$ cat config.mk
export PLATFORM = sky130hd
export DESIGN_NAME = ppid_controller
export DESIGN_NICKNAME = d
export VERILOG_FILES = /design/src/verilog/ppid_pkg.sv /design/src/verilog/ppid_pi_core.sv /design/src/verilog/ppid_controller.sv
export SDC_FILE = /design/constraint.sdc
export NUM_CORES = 2
export LEC_CHECK = 0
export BUFFER_PORTS_ARGS = -buffer_cell sky130_fd_sc_hd__buf_2
export CAP_MARGIN = 10
export CORE_AREA = 2 2 316 396
export DETAILED_ROUTE_END_ITERATION = 10
export DIE_AREA = 0 0 318 398
export PLACE_DENSITY = 0.65
export RECOVER_POWER = 100
export SLEW_MARGIN = 40
export SYNTH_ARGS = -nofsm -noshare
export SYNTH_HDL_FRONTEND = slang
export SYNTH_SLANG_ARGS = --single-unit
$ cat constraint.sdc
create_clock -name core_clk -period 58 [get_ports core_clk]
set_clock_uncertainty 0.05 [all_clocks]
set_input_delay 11.6 -clock core_clk [delete_from_list [all_inputs] [get_ports core_clk]]
set_output_delay 11.6 -clock core_clk [all_outputs]
set_load 0.01 [all_outputs]
$ cat src/verilog/ppid_pkg.sv
package ppid_pkg;

  // ****************************************
  // Data and field widths
  // ****************************************
  localparam int DATA_W = 16;
  localparam int GAIN_W = 10;
  localparam int ADDR_W = 8;
  localparam int RESID_W = 24;
  localparam int SET_COUNT = 3;

  // ****************************************
  // Register offsets
  // ****************************************
  localparam logic [7:0] REG_REF_SOURCE = 8'h00;
  localparam logic [7:0] REG_SET_SELECT = 8'h04;
  localparam logic [7:0] REG_EXT_CONTROL = 8'h08;
  localparam logic [7:0] REG_EXT_SETPOINT = 8'h0C;
  localparam logic [7:0] REG_SET_BASE = 8'h10;
  localparam logic [7:0] REG_SET_STRIDE = 8'h08;
  localparam logic [7:0] REG_ITIME_OFS = 8'h04;
  localparam logic [7:0] REG_STATUS = 8'h28;
  localparam logic [7:0] REG_PROC_OUT = 8'h2C;
  localparam logic [7:0] REG_EXT_OUT = 8'h30;
  localparam logic [7:0] REG_PROC_ERROR = 8'h34;

  // ****************************************
  // Field positions
  // ****************************************
  localparam int EXT_MODE_BIT = 0;
  localparam int EXT_ENABLE_BIT = 1;
  localparam int STAT_ACTIVE_BIT = 0;
  localparam int STAT_SET_BIT = 1;
  localparam int STAT_MODE_BIT = 2;
  localparam int STAT_EXT_EN_BIT = 3;

  // ****************************************
  // Values and reset values
  // ****************************************
  // Reference source code that hands speed to the loop (decimal 19)
  localparam logic [7:0] REF_SOURCE_LOOP = 8'h13;
  localparam logic [7:0] REF_SOURCE_RESET = 8'h00;
  // Gain in tenths: 0.1 .. 100
  localparam logic [9:0] GAIN_MIN = 10'h001;
  localparam logic [9:0] GAIN_MAX = 10'h3E8;
  localparam logic [9:0] GAIN_RESET = 10'h001;
  localparam int GAIN_DIV = 10;
  // Integration time in tenths of a second, 0 disables the integral
  localparam logic [15:0] ITIME_MAX = 16'h8CA0;
  localparam logic [15:0] ITIME_RESET = 16'h00C8;
  localparam logic [15:0] ITIME_OFF = 16'h0000;
  // Signal scale: 10000 counts equal 100 %
  localparam logic signed [15:0] OUT_MAX = 16'sh2710;

  // ****************************************
  // Timing
  // ****************************************
  localparam int CLK_MHZ = 250;
  localparam int UPDATE_PERIOD_US = 1000;
  localparam int UPDATE_CYCLES = UPDATE_PERIOD_US * CLK_MHZ;
  localparam int ITIME_UNIT_US = 100000;
  localparam int ITIME_SCALE = ITIME_UNIT_US / UPDATE_PERIOD_US;

  // ****************************************
  // Modes
  // ****************************************
  typedef enum logic {
    SET_PRIMARY = 1'b0,
    SET_SECONDARY = 1'b1
  } ppid_set_e;

  typedef enum logic {
    EXT_FIELD = 1'b0,
    EXT_TRIM = 1'b1
  } ppid_ext_mode_e;

  function automatic logic signed [15:0] ppid_sat(input logic signed [31:0] v);
    if (v > 32'(OUT_MAX)) begin
      return OUT_MAX;
    end else if (v < -32'(OUT_MAX)) begin
      return -OUT_MAX;
    end
    return v[15:0];
  endfunction : ppid_sat

endpackage : ppid_pkg

$ cat src/verilog/ppid_pi_core.sv
`timescale 1ns/1ns
module ppid_pi_core
  import ppid_pkg::*;
(
  input wire logic core_clk,
  input wire logic sys_rst,
  input wire logic enable,
  input wire logic tick,
  input wire logic signed [15:0] setpoint,
  input wire logic signed [15:0] feedback,
  input wire logic [9:0] gain,
  input wire logic [15:0] itime,
  output logic signed [15:0] ctrl_out,
  output logic signed [15:0] err_out
);

  typedef struct packed {
    logic signed [15:0] err;
    logic signed [15:0] integ;
    logic signed [23:0] resid;
    logic signed [15:0] out;
  } ppid_core_s;

  ppid_core_s st;
  ppid_core_s next_st;
  logic signed [15:0] err_now;
  logic signed [23:0] divisor;
  logic signed [31:0] prod;

  always_comb begin
    next_st = st;
    divisor = signed'(24'(itime) * 24'(ITIME_SCALE));
    err_now = ppid_sat(32'(setpoint) - 32'(feedback));
    prod = (32'(err_now) + 32'(st.integ)) * 32'(signed'({1'b0, gain}));
    if (!enable) begin
      next_st = '0;
    end else begin
      if (tick) begin
        next_st.err = err_now;
        next_st.resid = st.resid + 24'(err_now);
        next_st.out = ppid_sat(prod / GAIN_DIV);
      end else if (st.resid >= divisor) begin
        // one count per divisor of error sum
        if (st.integ < OUT_MAX) begin
          next_st.integ = st.integ + 16'sh0001;
          next_st.resid = st.resid - divisor;
        end else begin
          next_st.resid = '0;
        end
      end else if (st.resid <= -divisor) begin
        if (st.integ > -OUT_MAX) begin
          next_st.integ = st.integ - 16'sh0001;
          next_st.resid = st.resid + divisor;
        end else begin
          next_st.resid = '0;
        end
      end
      if (itime == ITIME_OFF) begin
        next_st.integ = '0;
        next_st.resid = '0;
      end
    end
  end

  always_ff @(posedge core_clk) begin
    if (sys_rst) begin
      st <= '0;
    end else begin
      st <= next_st;
    end
  end

  assign ctrl_out = st.out;
  assign err_out = st.err;
endmodule : ppid_pi_core

$ cat src/verilog/ppid_controller.sv
// Summary of operation
// - Error is setpoint minus feedback; output drives speed toward convergence.
// - Loop control runs only while the reference source register holds 19.
// - Two independent controllers: process loop and external trim, each with parameters.
// - Process loop has two parameter sets chosen by the set select register.
// - External mode 0, the default, drives the field instrument output.
// - External mode 1 adds the external output as trim to drive speed.
// - Gain 0.1 to 100; output change equals gain times error change.
// - Constant full error, gain 1: output rises by error in one integration time.
// - Integration time zero disables the integral part completely.
//
// The address map and the address-and-strobe port were chosen for this implementation.
`timescale 1ns/1ns
module ppid_controller
  import ppid_pkg::*;
#(
  parameter int UPDATE_CYCLES_P = UPDATE_CYCLES
) (
  input wire logic core_clk,
  input wire logic sys_rst,
  input wire logic [7:0] reg_addr,
  input wire logic [15:0] reg_wdata,
  input wire logic reg_we,
  input wire logic reg_re,
  output logic [15:0] reg_rdata,
  input wire logic signed [15:0] process_setpoint,
  input wire logic signed [15:0] process_feedback,
  input wire logic signed [15:0] ext_feedback,
  input wire logic signed [15:0] direct_speed_ref,
  output logic signed [15:0] speed_ref,
  output logic signed [15:0] instrument_out,
  output logic loop_active
);

  localparam int CNT_W = $clog2(UPDATE_CYCLES_P);

  // ****************************************
  // State
  // ****************************************
  typedef struct packed {
    logic [7:0] ref_source;
    ppid_set_e set_sel;
    ppid_ext_mode_e ext_mode;
    logic ext_enable;
    logic signed [15:0] ext_setpoint;
    logic [SET_COUNT-1:0][9:0] gain;
    logic [SET_COUNT-1:0][15:0] itime;
    logic [CNT_W-1:0] tick_cnt;
    logic tick;
    logic [15:0] rdata;
    logic signed [15:0] speed;
    logic signed [15:0] instr;
    logic active;
  } ppid_top_s;

  ppid_top_s st;
  ppid_top_s next_st;
  logic signed [15:0] proc_out;
  logic signed [15:0] proc_err;
  logic signed [15:0] ext_out;
  logic [9:0] proc_gain;
  logic [15:0] proc_itime;
  logic proc_enable;

  function automatic logic [9:0] clamp_gain(input logic [15:0] v);
    if (v < 16'(GAIN_MIN)) begin
      return GAIN_MIN;
    end else if (v > 16'(GAIN_MAX)) begin
      return GAIN_MAX;
    end
    return v[9:0];
  endfunction : clamp_gain

  function automatic logic [15:0] clamp_itime(input logic [15:0] v);
    return (v > ITIME_MAX) ? ITIME_MAX : v;
  endfunction : clamp_itime

  // ****************************************
  // Parameter set selection
  // ****************************************
  // selected set feeds process loop
  assign proc_gain = (st.set_sel == SET_SECONDARY) ? st.gain[1] : st.gain[0];
  assign proc_itime = (st.set_sel == SET_SECONDARY) ? st.itime[1] : st.itime[0];
  // loop runs only on code 19
  assign proc_enable = st.active;

  // ****************************************
  // Controllers
  // ****************************************
  // process loop controller
  ppid_pi_core u_process_loop_controller (
    .core_clk(core_clk),
    .sys_rst(sys_rst),
    .enable(proc_enable),
    .tick(st.tick),
    .setpoint(process_setpoint),
    .feedback(process_feedback),
    .gain(proc_gain),
    .itime(proc_itime),
    .ctrl_out(proc_out),
    .err_out(proc_err)
  );

  ppid_pi_core u_external_trim_controller (
    .core_clk(core_clk),
    .sys_rst(sys_rst),
    .enable(st.ext_enable),
    .tick(st.tick),
    .setpoint(st.ext_setpoint),
    .feedback(ext_feedback),
    .gain(st.gain[2]),
    .itime(st.itime[2]),
    .ctrl_out(ext_out),
    .err_out()
  );

  // ****************************************
  // Next state
  // ****************************************
  always_comb begin
    next_st = st;
    // Update tick: one cycle per update period
    if (st.tick_cnt == CNT_W'(UPDATE_CYCLES_P - 1)) begin
      next_st.tick_cnt = '0;
      next_st.tick = 1'b1;
    end else begin
      next_st.tick_cnt = st.tick_cnt + 1'b1;
      next_st.tick = 1'b0;
    end

    if (reg_we) begin
      case (reg_addr)
        REG_REF_SOURCE: begin
          next_st.ref_source = reg_wdata[7:0];
        end
        REG_SET_SELECT: begin
          next_st.set_sel = ppid_set_e'(reg_wdata[0]);
        end
        REG_EXT_CONTROL: begin
          next_st.ext_mode = ppid_ext_mode_e'(reg_wdata[EXT_MODE_BIT]);
          next_st.ext_enable = reg_wdata[EXT_ENABLE_BIT];
        end
        REG_EXT_SETPOINT: begin
          next_st.ext_setpoint = reg_wdata;
        end
        default: begin
        end
      endcase
      for (int i = 0; i < SET_COUNT; i++) begin
        // gain held within 0.1 .. 100
        if (reg_addr == 8'(REG_SET_BASE + REG_SET_STRIDE * 8'(i))) begin
          next_st.gain[i] = clamp_gain(reg_wdata);
        end
        if (reg_addr == 8'(REG_SET_BASE + REG_SET_STRIDE * 8'(i) + REG_ITIME_OFS)) begin
          next_st.itime[i] = clamp_itime(reg_wdata);
        end
      end
    end

    // Read data stand for one cycle only
    next_st.rdata = '0;
    if (reg_re) begin
      case (reg_addr)
        REG_REF_SOURCE: begin
          next_st.rdata = {8'h00, st.ref_source};
        end
        REG_SET_SELECT: begin
          next_st.rdata = {15'h0000, st.set_sel};
        end
        REG_EXT_CONTROL: begin
          next_st.rdata = {14'h0000, st.ext_enable, st.ext_mode};
        end
        REG_EXT_SETPOINT: begin
          next_st.rdata = st.ext_setpoint;
        end
        REG_STATUS: begin
          next_st.rdata = {12'h000, st.ext_enable, st.ext_mode, st.set_sel, st.active};
        end
        REG_PROC_OUT: begin
          next_st.rdata = proc_out;
        end
        REG_EXT_OUT: begin
          next_st.rdata = ext_out;
        end
        REG_PROC_ERROR: begin
          next_st.rdata = proc_err;
        end
        default: begin
          next_st.rdata = '0;
        end
      endcase
      for (int i = 0; i < SET_COUNT; i++) begin
        if (reg_addr == 8'(REG_SET_BASE + REG_SET_STRIDE * 8'(i))) begin
          next_st.rdata = {6'h00, st.gain[i]};
        end
        if (reg_addr == 8'(REG_SET_BASE + REG_SET_STRIDE * 8'(i) + REG_ITIME_OFS)) begin
          next_st.rdata = st.itime[i];
        end
      end
    end

    next_st.active = (st.ref_source == REF_SOURCE_LOOP);

    if (st.active) begin
      next_st.speed = proc_out;
    end else begin
      next_st.speed = direct_speed_ref;
    end
    // trim added to main speed path
    if (st.ext_enable && st.ext_mode == EXT_TRIM) begin
      next_st.speed = ppid_sat(32'(next_st.speed) + 32'(ext_out));
    end
    if (st.ext_enable && st.ext_mode == EXT_FIELD) begin
      next_st.instr = ext_out;
    end else begin
      next_st.instr = '0;
    end
  end

  // ****************************************
  // Registers
  // ****************************************
  always_ff @(posedge core_clk) begin
    if (sys_rst) begin
      st <= '0;
      st.ref_source <= REF_SOURCE_RESET;
      st.set_sel <= SET_PRIMARY;
      st.ext_mode <= EXT_FIELD;
      st.gain <= {SET_COUNT{GAIN_RESET}};
      st.itime <= {SET_COUNT{ITIME_RESET}};
    end else begin
      st <= next_st;
    end
  end

  assign reg_rdata = st.rdata;
  assign speed_ref = st.speed;
  assign instrument_out = st.instr;
  assign loop_active = st.active;
endmodule : ppid_controller

== After elaboration in Yosys (flattened, before gate mapping) ==
Cells that the tools add are included.

* $add $sub $neg: 18
* Multipliers: 4
* Div/mod/pow operators: 2
* Order comparisons: 21
* Equality and inequality tests: 17
* Multiplexer cells: 70
* Bitwise logic cells: 6
* Reductions and logical operators: 30

{| class="wikitable"
|+ Operator list
! operator !! count
|-
| 16-bit 2-to-1 mux || 29
|-
| 40-bit 2-to-1 mux || 4
|-
| 24-bit 2-to-1 mux || 6
|-
| 32-bit by 15-bit > comparator with 1-bit output (second input constant) || 4
|-
| 32-bit by 15-bit < comparator with 1-bit output (second input constant) || 4
|-
| 16-bit one-hot mux with 8 select lines || 1
|-
| 32-bit by 5-bit divider with 32-bit output (second input constant) || 2
|-
| 32-bit by 11-bit multiplier with 32-bit output || 2
|-
| 10-bit 2-to-1 mux || 6
|-
| 16-bit by 16-bit adder with 17-bit output || 3
|-
| 24-bit by 16-bit adder with 24-bit output || 2
|-
| 24-bit adder || 2
|-
| 8-bit by 6-bit == test with 1-bit output (second input constant) || 6
|-
| 24-bit >= comparator || 2
|-
| 24-bit less-or-equal comparator || 2
|-
| 23-bit negator with 24-bit output || 2
|-
| 24-bit subtractor || 2
|-
| 16-bit by 5-bit multiplier with 21-bit output (second input constant) || 2
|-
| 8-bit by 5-bit == test with 1-bit output (second input constant) || 5
|-
| 16-bit by 16-bit subtractor with 17-bit output || 2
|-
| 16-bit by 2-bit adder with 16-bit output (second input constant) || 2
|-
| 16-bit by 15-bit > comparator with 1-bit output (second input constant) || 2
|-
| 16-bit logical NOT || 2
|-
| 16-bit by 15-bit < comparator with 1-bit output (second input constant) || 2
|-
| 21 further kinds || 72
|}

* Register bits after elaboration: 301
* Input port bits: 92
* Word-level logic and storage cells: 192

== Logic depth before layout (Yosys ltp) ==
* Depth in word-level cells: 14
* Mapped depth: 123
* Depth with buffers taken out: 111

== Modules after synthesis ==
From an unflattened synthesis, not the netlist that was laid out.

* Cell total of the unflattened synthesis: 6912
* Area, all modules: 53991.8 um^2

{| class="wikitable"
|+ By module, submodules not included
! module !! times used !! cells each !! area each (um^2)
|-
| ppid_pi_core (u_external_trim_controller) || 1 || 2899 || 22535.4
|-
| ppid_pi_core (u_process_loop_controller) || 1 || 2905 || 22347.7
|-
| ppid_controller || 1 || 1108 || 9108.7
|}

== Least setup slack after synthesis ==
OpenSTA, ideal clock, no wires.

* Path kind: input to register
* Start point: input port process_feedback[1]
* End point: register u_process_loop_controller.st (netlist bit u_process_loop_controller.ctrl_out[3])
* Setup time: 0.087 ns
* Arrival: 37.366 ns
* Slack: 20.497 ns
* Stages on the path: 111
* Cell sequence: inv_1 > ha_1 > nor2b_1 > o21ai_0 > nand2b_1 > a21o_1 > a21o_1 > a21o_1 > a21o_1 > a21o_1 > a21o_1 > a21o_1 > a21o_1 > a21o_1 > a21o_1 > a21o_1 > a21oi_1 > xnor2_1 > (+75 left out) > o311ai_2 > o21ai_1 > a221o_1 > o21ai_1 > mux2i_1 > ha_1 > nor4b_2 > nand4_1 > or4_4 > nor2_1 > xnor2_1 > o2111ai_1 > a2111oi_0 > nand3_1 > or4_1 > or3_4 > a211o_2 > o31ai_1

* Cells in the longest elaborated chain, start to end: 14

{| class="wikitable"
|+ Ends and longest elaborated chain
! element !! line !! RTL
|-
| from (decl) || ppid_controller.sv:27 || <nowiki>input wire logic signed [15:0] process_feedback,</nowiki>
|-
| 16-bit by 16-bit subtractor with 17-bit output * || ppid_pi_core.sv:33 || <nowiki>err_now = ppid_sat(32'(setpoint) - 32'(feedback));</nowiki>
|-
| 32-bit by 15-bit < comparator with 1-bit output || ppid_pkg.sv:80 || <nowiki>end else if (v < -32'(OUT_MAX)) begin</nowiki>
|-
| 1-bit 2-to-1 mux || ppid_pkg.sv:80 ||
|-
| 1-bit 2-to-1 mux || ppid_pkg.sv:78 || <nowiki>if (v > 32'(OUT_MAX)) begin</nowiki>
|-
| 16-bit 2-to-1 mux * || ppid_pkg.sv:83 || <nowiki>return v[15:0];</nowiki>
|-
| named net u_process_loop_controller.err_now[0] || ppid_pi_core.sv:26 || <nowiki>logic signed [15:0] err_now;</nowiki>
|-
| 16-bit by 16-bit adder with 17-bit output * || ppid_pi_core.sv:34 || <nowiki>prod = (32'(err_now) + 32'(st.integ)) * 32'(signed'({1'b0, gain}));</nowiki>
|-
| 32-bit by 11-bit multiplier with 32-bit output * || ppid_pi_core.sv:34 ||
|-
| 32-bit by 5-bit divider with 32-bit output * || ppid_pi_core.sv:41 || <nowiki>next_st.out = ppid_sat(prod / GAIN_DIV);</nowiki>
|-
| 32-bit by 15-bit < comparator with 1-bit output || ppid_pkg.sv:80 ||
|-
| 1-bit 2-to-1 mux || ppid_pkg.sv:80 ||
|-
| 1-bit 2-to-1 mux || ppid_pkg.sv:78 ||
|-
| 1-bit 2-to-1 mux || ppid_pi_core.sv:38 || <nowiki>if (tick) begin</nowiki>
|-
| 1-bit 2-to-1 mux || ppid_pi_core.sv:35 || <nowiki>if (!enable) begin</nowiki>
|-
| 16-bit 2-to-1 mux * || ppid_pkg.sv:83 ||
|-
| to (signal assigned) || ppid_pi_core.sv:69 || <nowiki>st <= next_st;</nowiki>
|-
| to (decl) || ppid_pi_core.sv:24 || <nowiki>ppid_core_s st;</nowiki>
|}

Mark *: on every way through the listed nets, which the timed path passes. The rest lies on a longest branch. The select of a mux whose other input is x is not followed.
A chain may end at the register's enable or synchronous reset.

== Worst setup path after layout ==
* Start point: input port ext_feedback[1]
* End point: register u_external_trim_controller.st (netlist bit u_external_trim_controller.ctrl_out[8])

* Cells in the longest elaborated chain, start to end: 14

{| class="wikitable"
|+ Ends and longest elaborated chain
! element !! line !! RTL
|-
| from (decl) || ppid_controller.sv:28 || <nowiki>input wire logic signed [15:0] ext_feedback,</nowiki>
|-
| 16-bit by 16-bit subtractor with 17-bit output * || ppid_pi_core.sv:33 ||
|-
| 32-bit by 15-bit < comparator with 1-bit output || ppid_pkg.sv:80 ||
|-
| 1-bit 2-to-1 mux || ppid_pkg.sv:80 ||
|-
| 1-bit 2-to-1 mux || ppid_pkg.sv:78 ||
|-
| 16-bit 2-to-1 mux * || ppid_pkg.sv:83 ||
|-
| 16-bit by 16-bit adder with 17-bit output * || ppid_pi_core.sv:34 ||
|-
| 32-bit by 11-bit multiplier with 32-bit output * || ppid_pi_core.sv:34 ||
|-
| 32-bit by 5-bit divider with 32-bit output * || ppid_pi_core.sv:41 ||
|-
| 32-bit by 15-bit < comparator with 1-bit output || ppid_pkg.sv:80 ||
|-
| 1-bit 2-to-1 mux || ppid_pkg.sv:80 ||
|-
| 1-bit 2-to-1 mux || ppid_pkg.sv:78 ||
|-
| 1-bit 2-to-1 mux || ppid_pi_core.sv:38 ||
|-
| 1-bit 2-to-1 mux || ppid_pi_core.sv:35 ||
|-
| 16-bit 2-to-1 mux * || ppid_pkg.sv:83 ||
|-
| to (signal assigned) || ppid_pi_core.sv:69 ||
|-
| to (decl) || ppid_pi_core.sv:24 ||
|}

Mark *: on every way between the ends. The rest lies on a longest branch, timed or not. The select of a mux whose other input is x is not followed.

==> reports/metrics.yaml <==
io_pins: 141
multi_input_area_sq_um: 44630
synth_edf_count: 0
clock_path_buffers: 3
grt_pass1_vias: 50950
finish.instance_area_sq_um: 58070
start_kind: "primary input"
cpMostUsedCell: "a21o_1"
nFillCells: 12258
yosys_register_bits: 301
start_util: 0.4465
end_kind: "register"
areaGrowthSynthToFinish_pct: 5.986
coreArea_sq_um: 122700
ctsHoldBuffers: 0
grt-ovfl-total: 0
grt_max_degree: 62
path_max_fanout: 32
ys_seq_area_frac: 0.1100
hold_viol: 0
syn_nets: 8088
ys_types: 146
violations: "max-capacitance violations, max-slew violations"
holdPathStages: 1
reg2regPathDepth: 106
clk_pin_slew_ps: 70
drc_errors: 0
synthCells: 7104
crit_type: "primary input to register"
hpwl_mm: 134.2
cts_resized: 0
synth_area_sq_um: 54790
placed_cell_area_sq_um: 56710
rsz0062_at_grt: "false"
busiest_layer: "met2"
cp.arrival_ps: 46380
grt_antenna_before_repair: 13
tritoncts: "yes"
die_area_sq_um: 126600
ctsRootBufferMaster: "clkbuf_16"
wl_per_cell_um: 19.21
dr.first_iter.drc_count: 4483
grtUsageMet1: 0.3346
rows: 144
grt_use_met3: 0.03849
postCtsSetupRepairBufs: 0
rr_startpoint: "st[146]$_SDFFE_PP0P_"
crit_buf_inv: 9
timing.rr.end: "u_external_trim_controller.ctrl_out[8]$_SDFFE_PP0P_"
fmax_mhz: 21.78
io_buffers: 140
use_met2: 0.4465
vias_per_cell: 6.003
clock_sinks: 301
finalCritPeriodShare: 0.7915
fin_tns_setup_ps: 0
path_delay_family: "compound AO/OA/AOI/OAI gates"
syn_avg_cell_area_sq_um: 7.712
critical_path.slowest_cell: "o21bai_1"
grt_pass1_wl_mm: 271.7
drive_gt1_frac: 0.07128
min_to: "st[50]$_SDFF_PP0_"
die_y_um: 398
synth_top_area_frac: 0.1283
finalCriticalPeriod_ps: 45910
min-delay-start: "st[50]$_SDFF_PP0_"
cpPeakStageDelay_ps: 1260
regToRegSetupSlack_ps: 22830
place_congestion: 0.9625
hold_path.class: "register to register"
post-synth-top-count-cell: "inv_1"
seq_area_sq_um: 6031
max_slew_margin: -0.9109
vias: 52182
dr.pass1.iters: 9
grt_use_total: 0.2596
synthTopCellsByArea: "fa_1 13%, ha_1 12%, dfxtp_1 11%, inv_1 5.1%, a21oi_1 5.0%"
synthFlopType: "dfxtp_1"
numCtsBuffers: 40
crit_required_ps: 58470
yosys.area.top_type: "fa_1"
worst_slew_pin_slew_ps: 2866
slew_viol_final: 278
yosys_warnings: 0
routed_wirelength_mm: 167.0
cap_viol_max_count: 7
finalSetupViolations: 0
htree_levels: 2
drtAntennaViolNets: 0
nets: 8042
die_w_um: 318
async_flop_share: 0
status: "finished with violations"
synth_common_cells: "746 x inv_1, 696 x nor2_1, 621 x nand2_1"
clkLatencyLatePin_ps: 600
## registers in the layout, summed over array words and instances, names as in the netlist
name                                 cells
u_process_loop_controller.st            40
reg_rdata                               16
speed_ref                               16
instrument_out                          16
u_process_loop_controller.ctrl_out      16
st                                     124
loop_active                              1
u_external_trim_controller.ctrl_out     16
u_process_loop_controller.err_out       16
u_external_trim_controller.st           40
## cell usage in the layout, fill, tap and decap left out, types with 26 or more instances in the layout
master and n:
a211o_1 51, a211oi_1 155, a21o_1 177, a21oi_1 540, a221oi_1 38, a22oi_1 58, a31oi_1 65, and2_1 148
and3_1 45, buf_2 90, buf_4 74, clkbuf_1 61, clkbuf_16 40, dfxtp_1 299, fa_1 351, ha_1 541
inv_1 746, mux2_2 39, mux2i_1 81, nand2_1 620, nand2b_1 59, nand3_1 150, nand4_1 79, nor2_1 692
nor2b_1 49, nor3_1 136, nor4_1 50, o211ai_1 65, o21a_1 30, o21ai_0 220, o21ai_1 53, o21bai_1 149
o22ai_1 26, o31ai_1 31, or3_1 38, xnor2_1 278, xnor2_2 34, xor2_1 129
## area by class of cell
cell class,instances,share of cell area
Timing Repair Buffer,222,0.02107
Tap cell,1606,0.03461
Inverter,748,0.04835
Multi-Input combinational cell,5745,0.7686
Clock buffer,51,0.01933
Antenna cell,2,0.00008619
Clock inverter,18,0.004073
Sequential cell,301,0.1039
## logic make-up (layout without fill, tap and decap cells)
family / Yosys count / count (layout) / share of synthesized area
flip-flops: 301 / 301 / 0.1100
AO/OA/AOI/OAI: 2025 / 2025 / 0.2598
buffers and inverters: 1058 / 1039 / 0.08197
AND/OR/NAND/NOR: 2225 / 2225 / 0.1942
XOR/XNOR: 456 / 456 / 0.07399
adder cells (fa/ha/maj): 907 / 907 / 0.2546
other: 0 / 2 / 0
multiplexers: 132 / 132 / 0.02553
## how the worst max path moves through the flow
| stage | start | end | cells after the start |
|---|---|---|---|
| 2_1_floorplan | process_feedback[1] | u_process_loop_controller.ctrl_out[3]$_SDFFE_PP0P_ | 111 |
| 3_3_place_gp | process_feedback[1] | u_process_loop_controller.ctrl_out[3]$_SDFFE_PP0P_ | 111 |
| 3_5_place_dp | process_setpoint[0] | u_process_loop_controller.ctrl_out[3]$_SDFFE_PP0P_ | 111 |
| 4_1_cts | process_feedback[1] | u_process_loop_controller.ctrl_out[3]$_SDFFE_PP0P_ | 111 |
| 5_1_grt | ext_feedback[1] | u_external_trim_controller.ctrl_out[8]$_SDFFE_PP0P_ | 108 |
| 6_report | ext_feedback[1] | u_external_trim_controller.ctrl_out[8]$_SDFFE_PP0P_ | 108 |
## metal layers
| layer | routed length [um] | vias up | share of wire |
|---|---|---|---|
| li1 | - | 25003 | - |
| met1 | 71760 | 25204 | 0.43 |
| met2 | 79160 | 1680 | 0.47 |
| met3 | 11050 | 293 | 0.066 |
| met4 | 5036 | 2 | 0.030 |
| met5 | 13 | - | 0.000078 |
## stage by stage
step	setup WS [ps]	instances	hold slack, ps	utilization
finish	12090	8693	417.0	0.4732
detailed placement	15480	8621	407.6	0.4622
global route	9216	8691	452.3	0.4732
CTS	16010	8690	421.7	0.4733
global placement	16110	8620	396.0	0.4604
floorplan	20500	7104	370.2	-
Power is left out: the tool's default activity adds up to more than one toggle a clock period on the data nets, which glitch-free logic cannot reach.
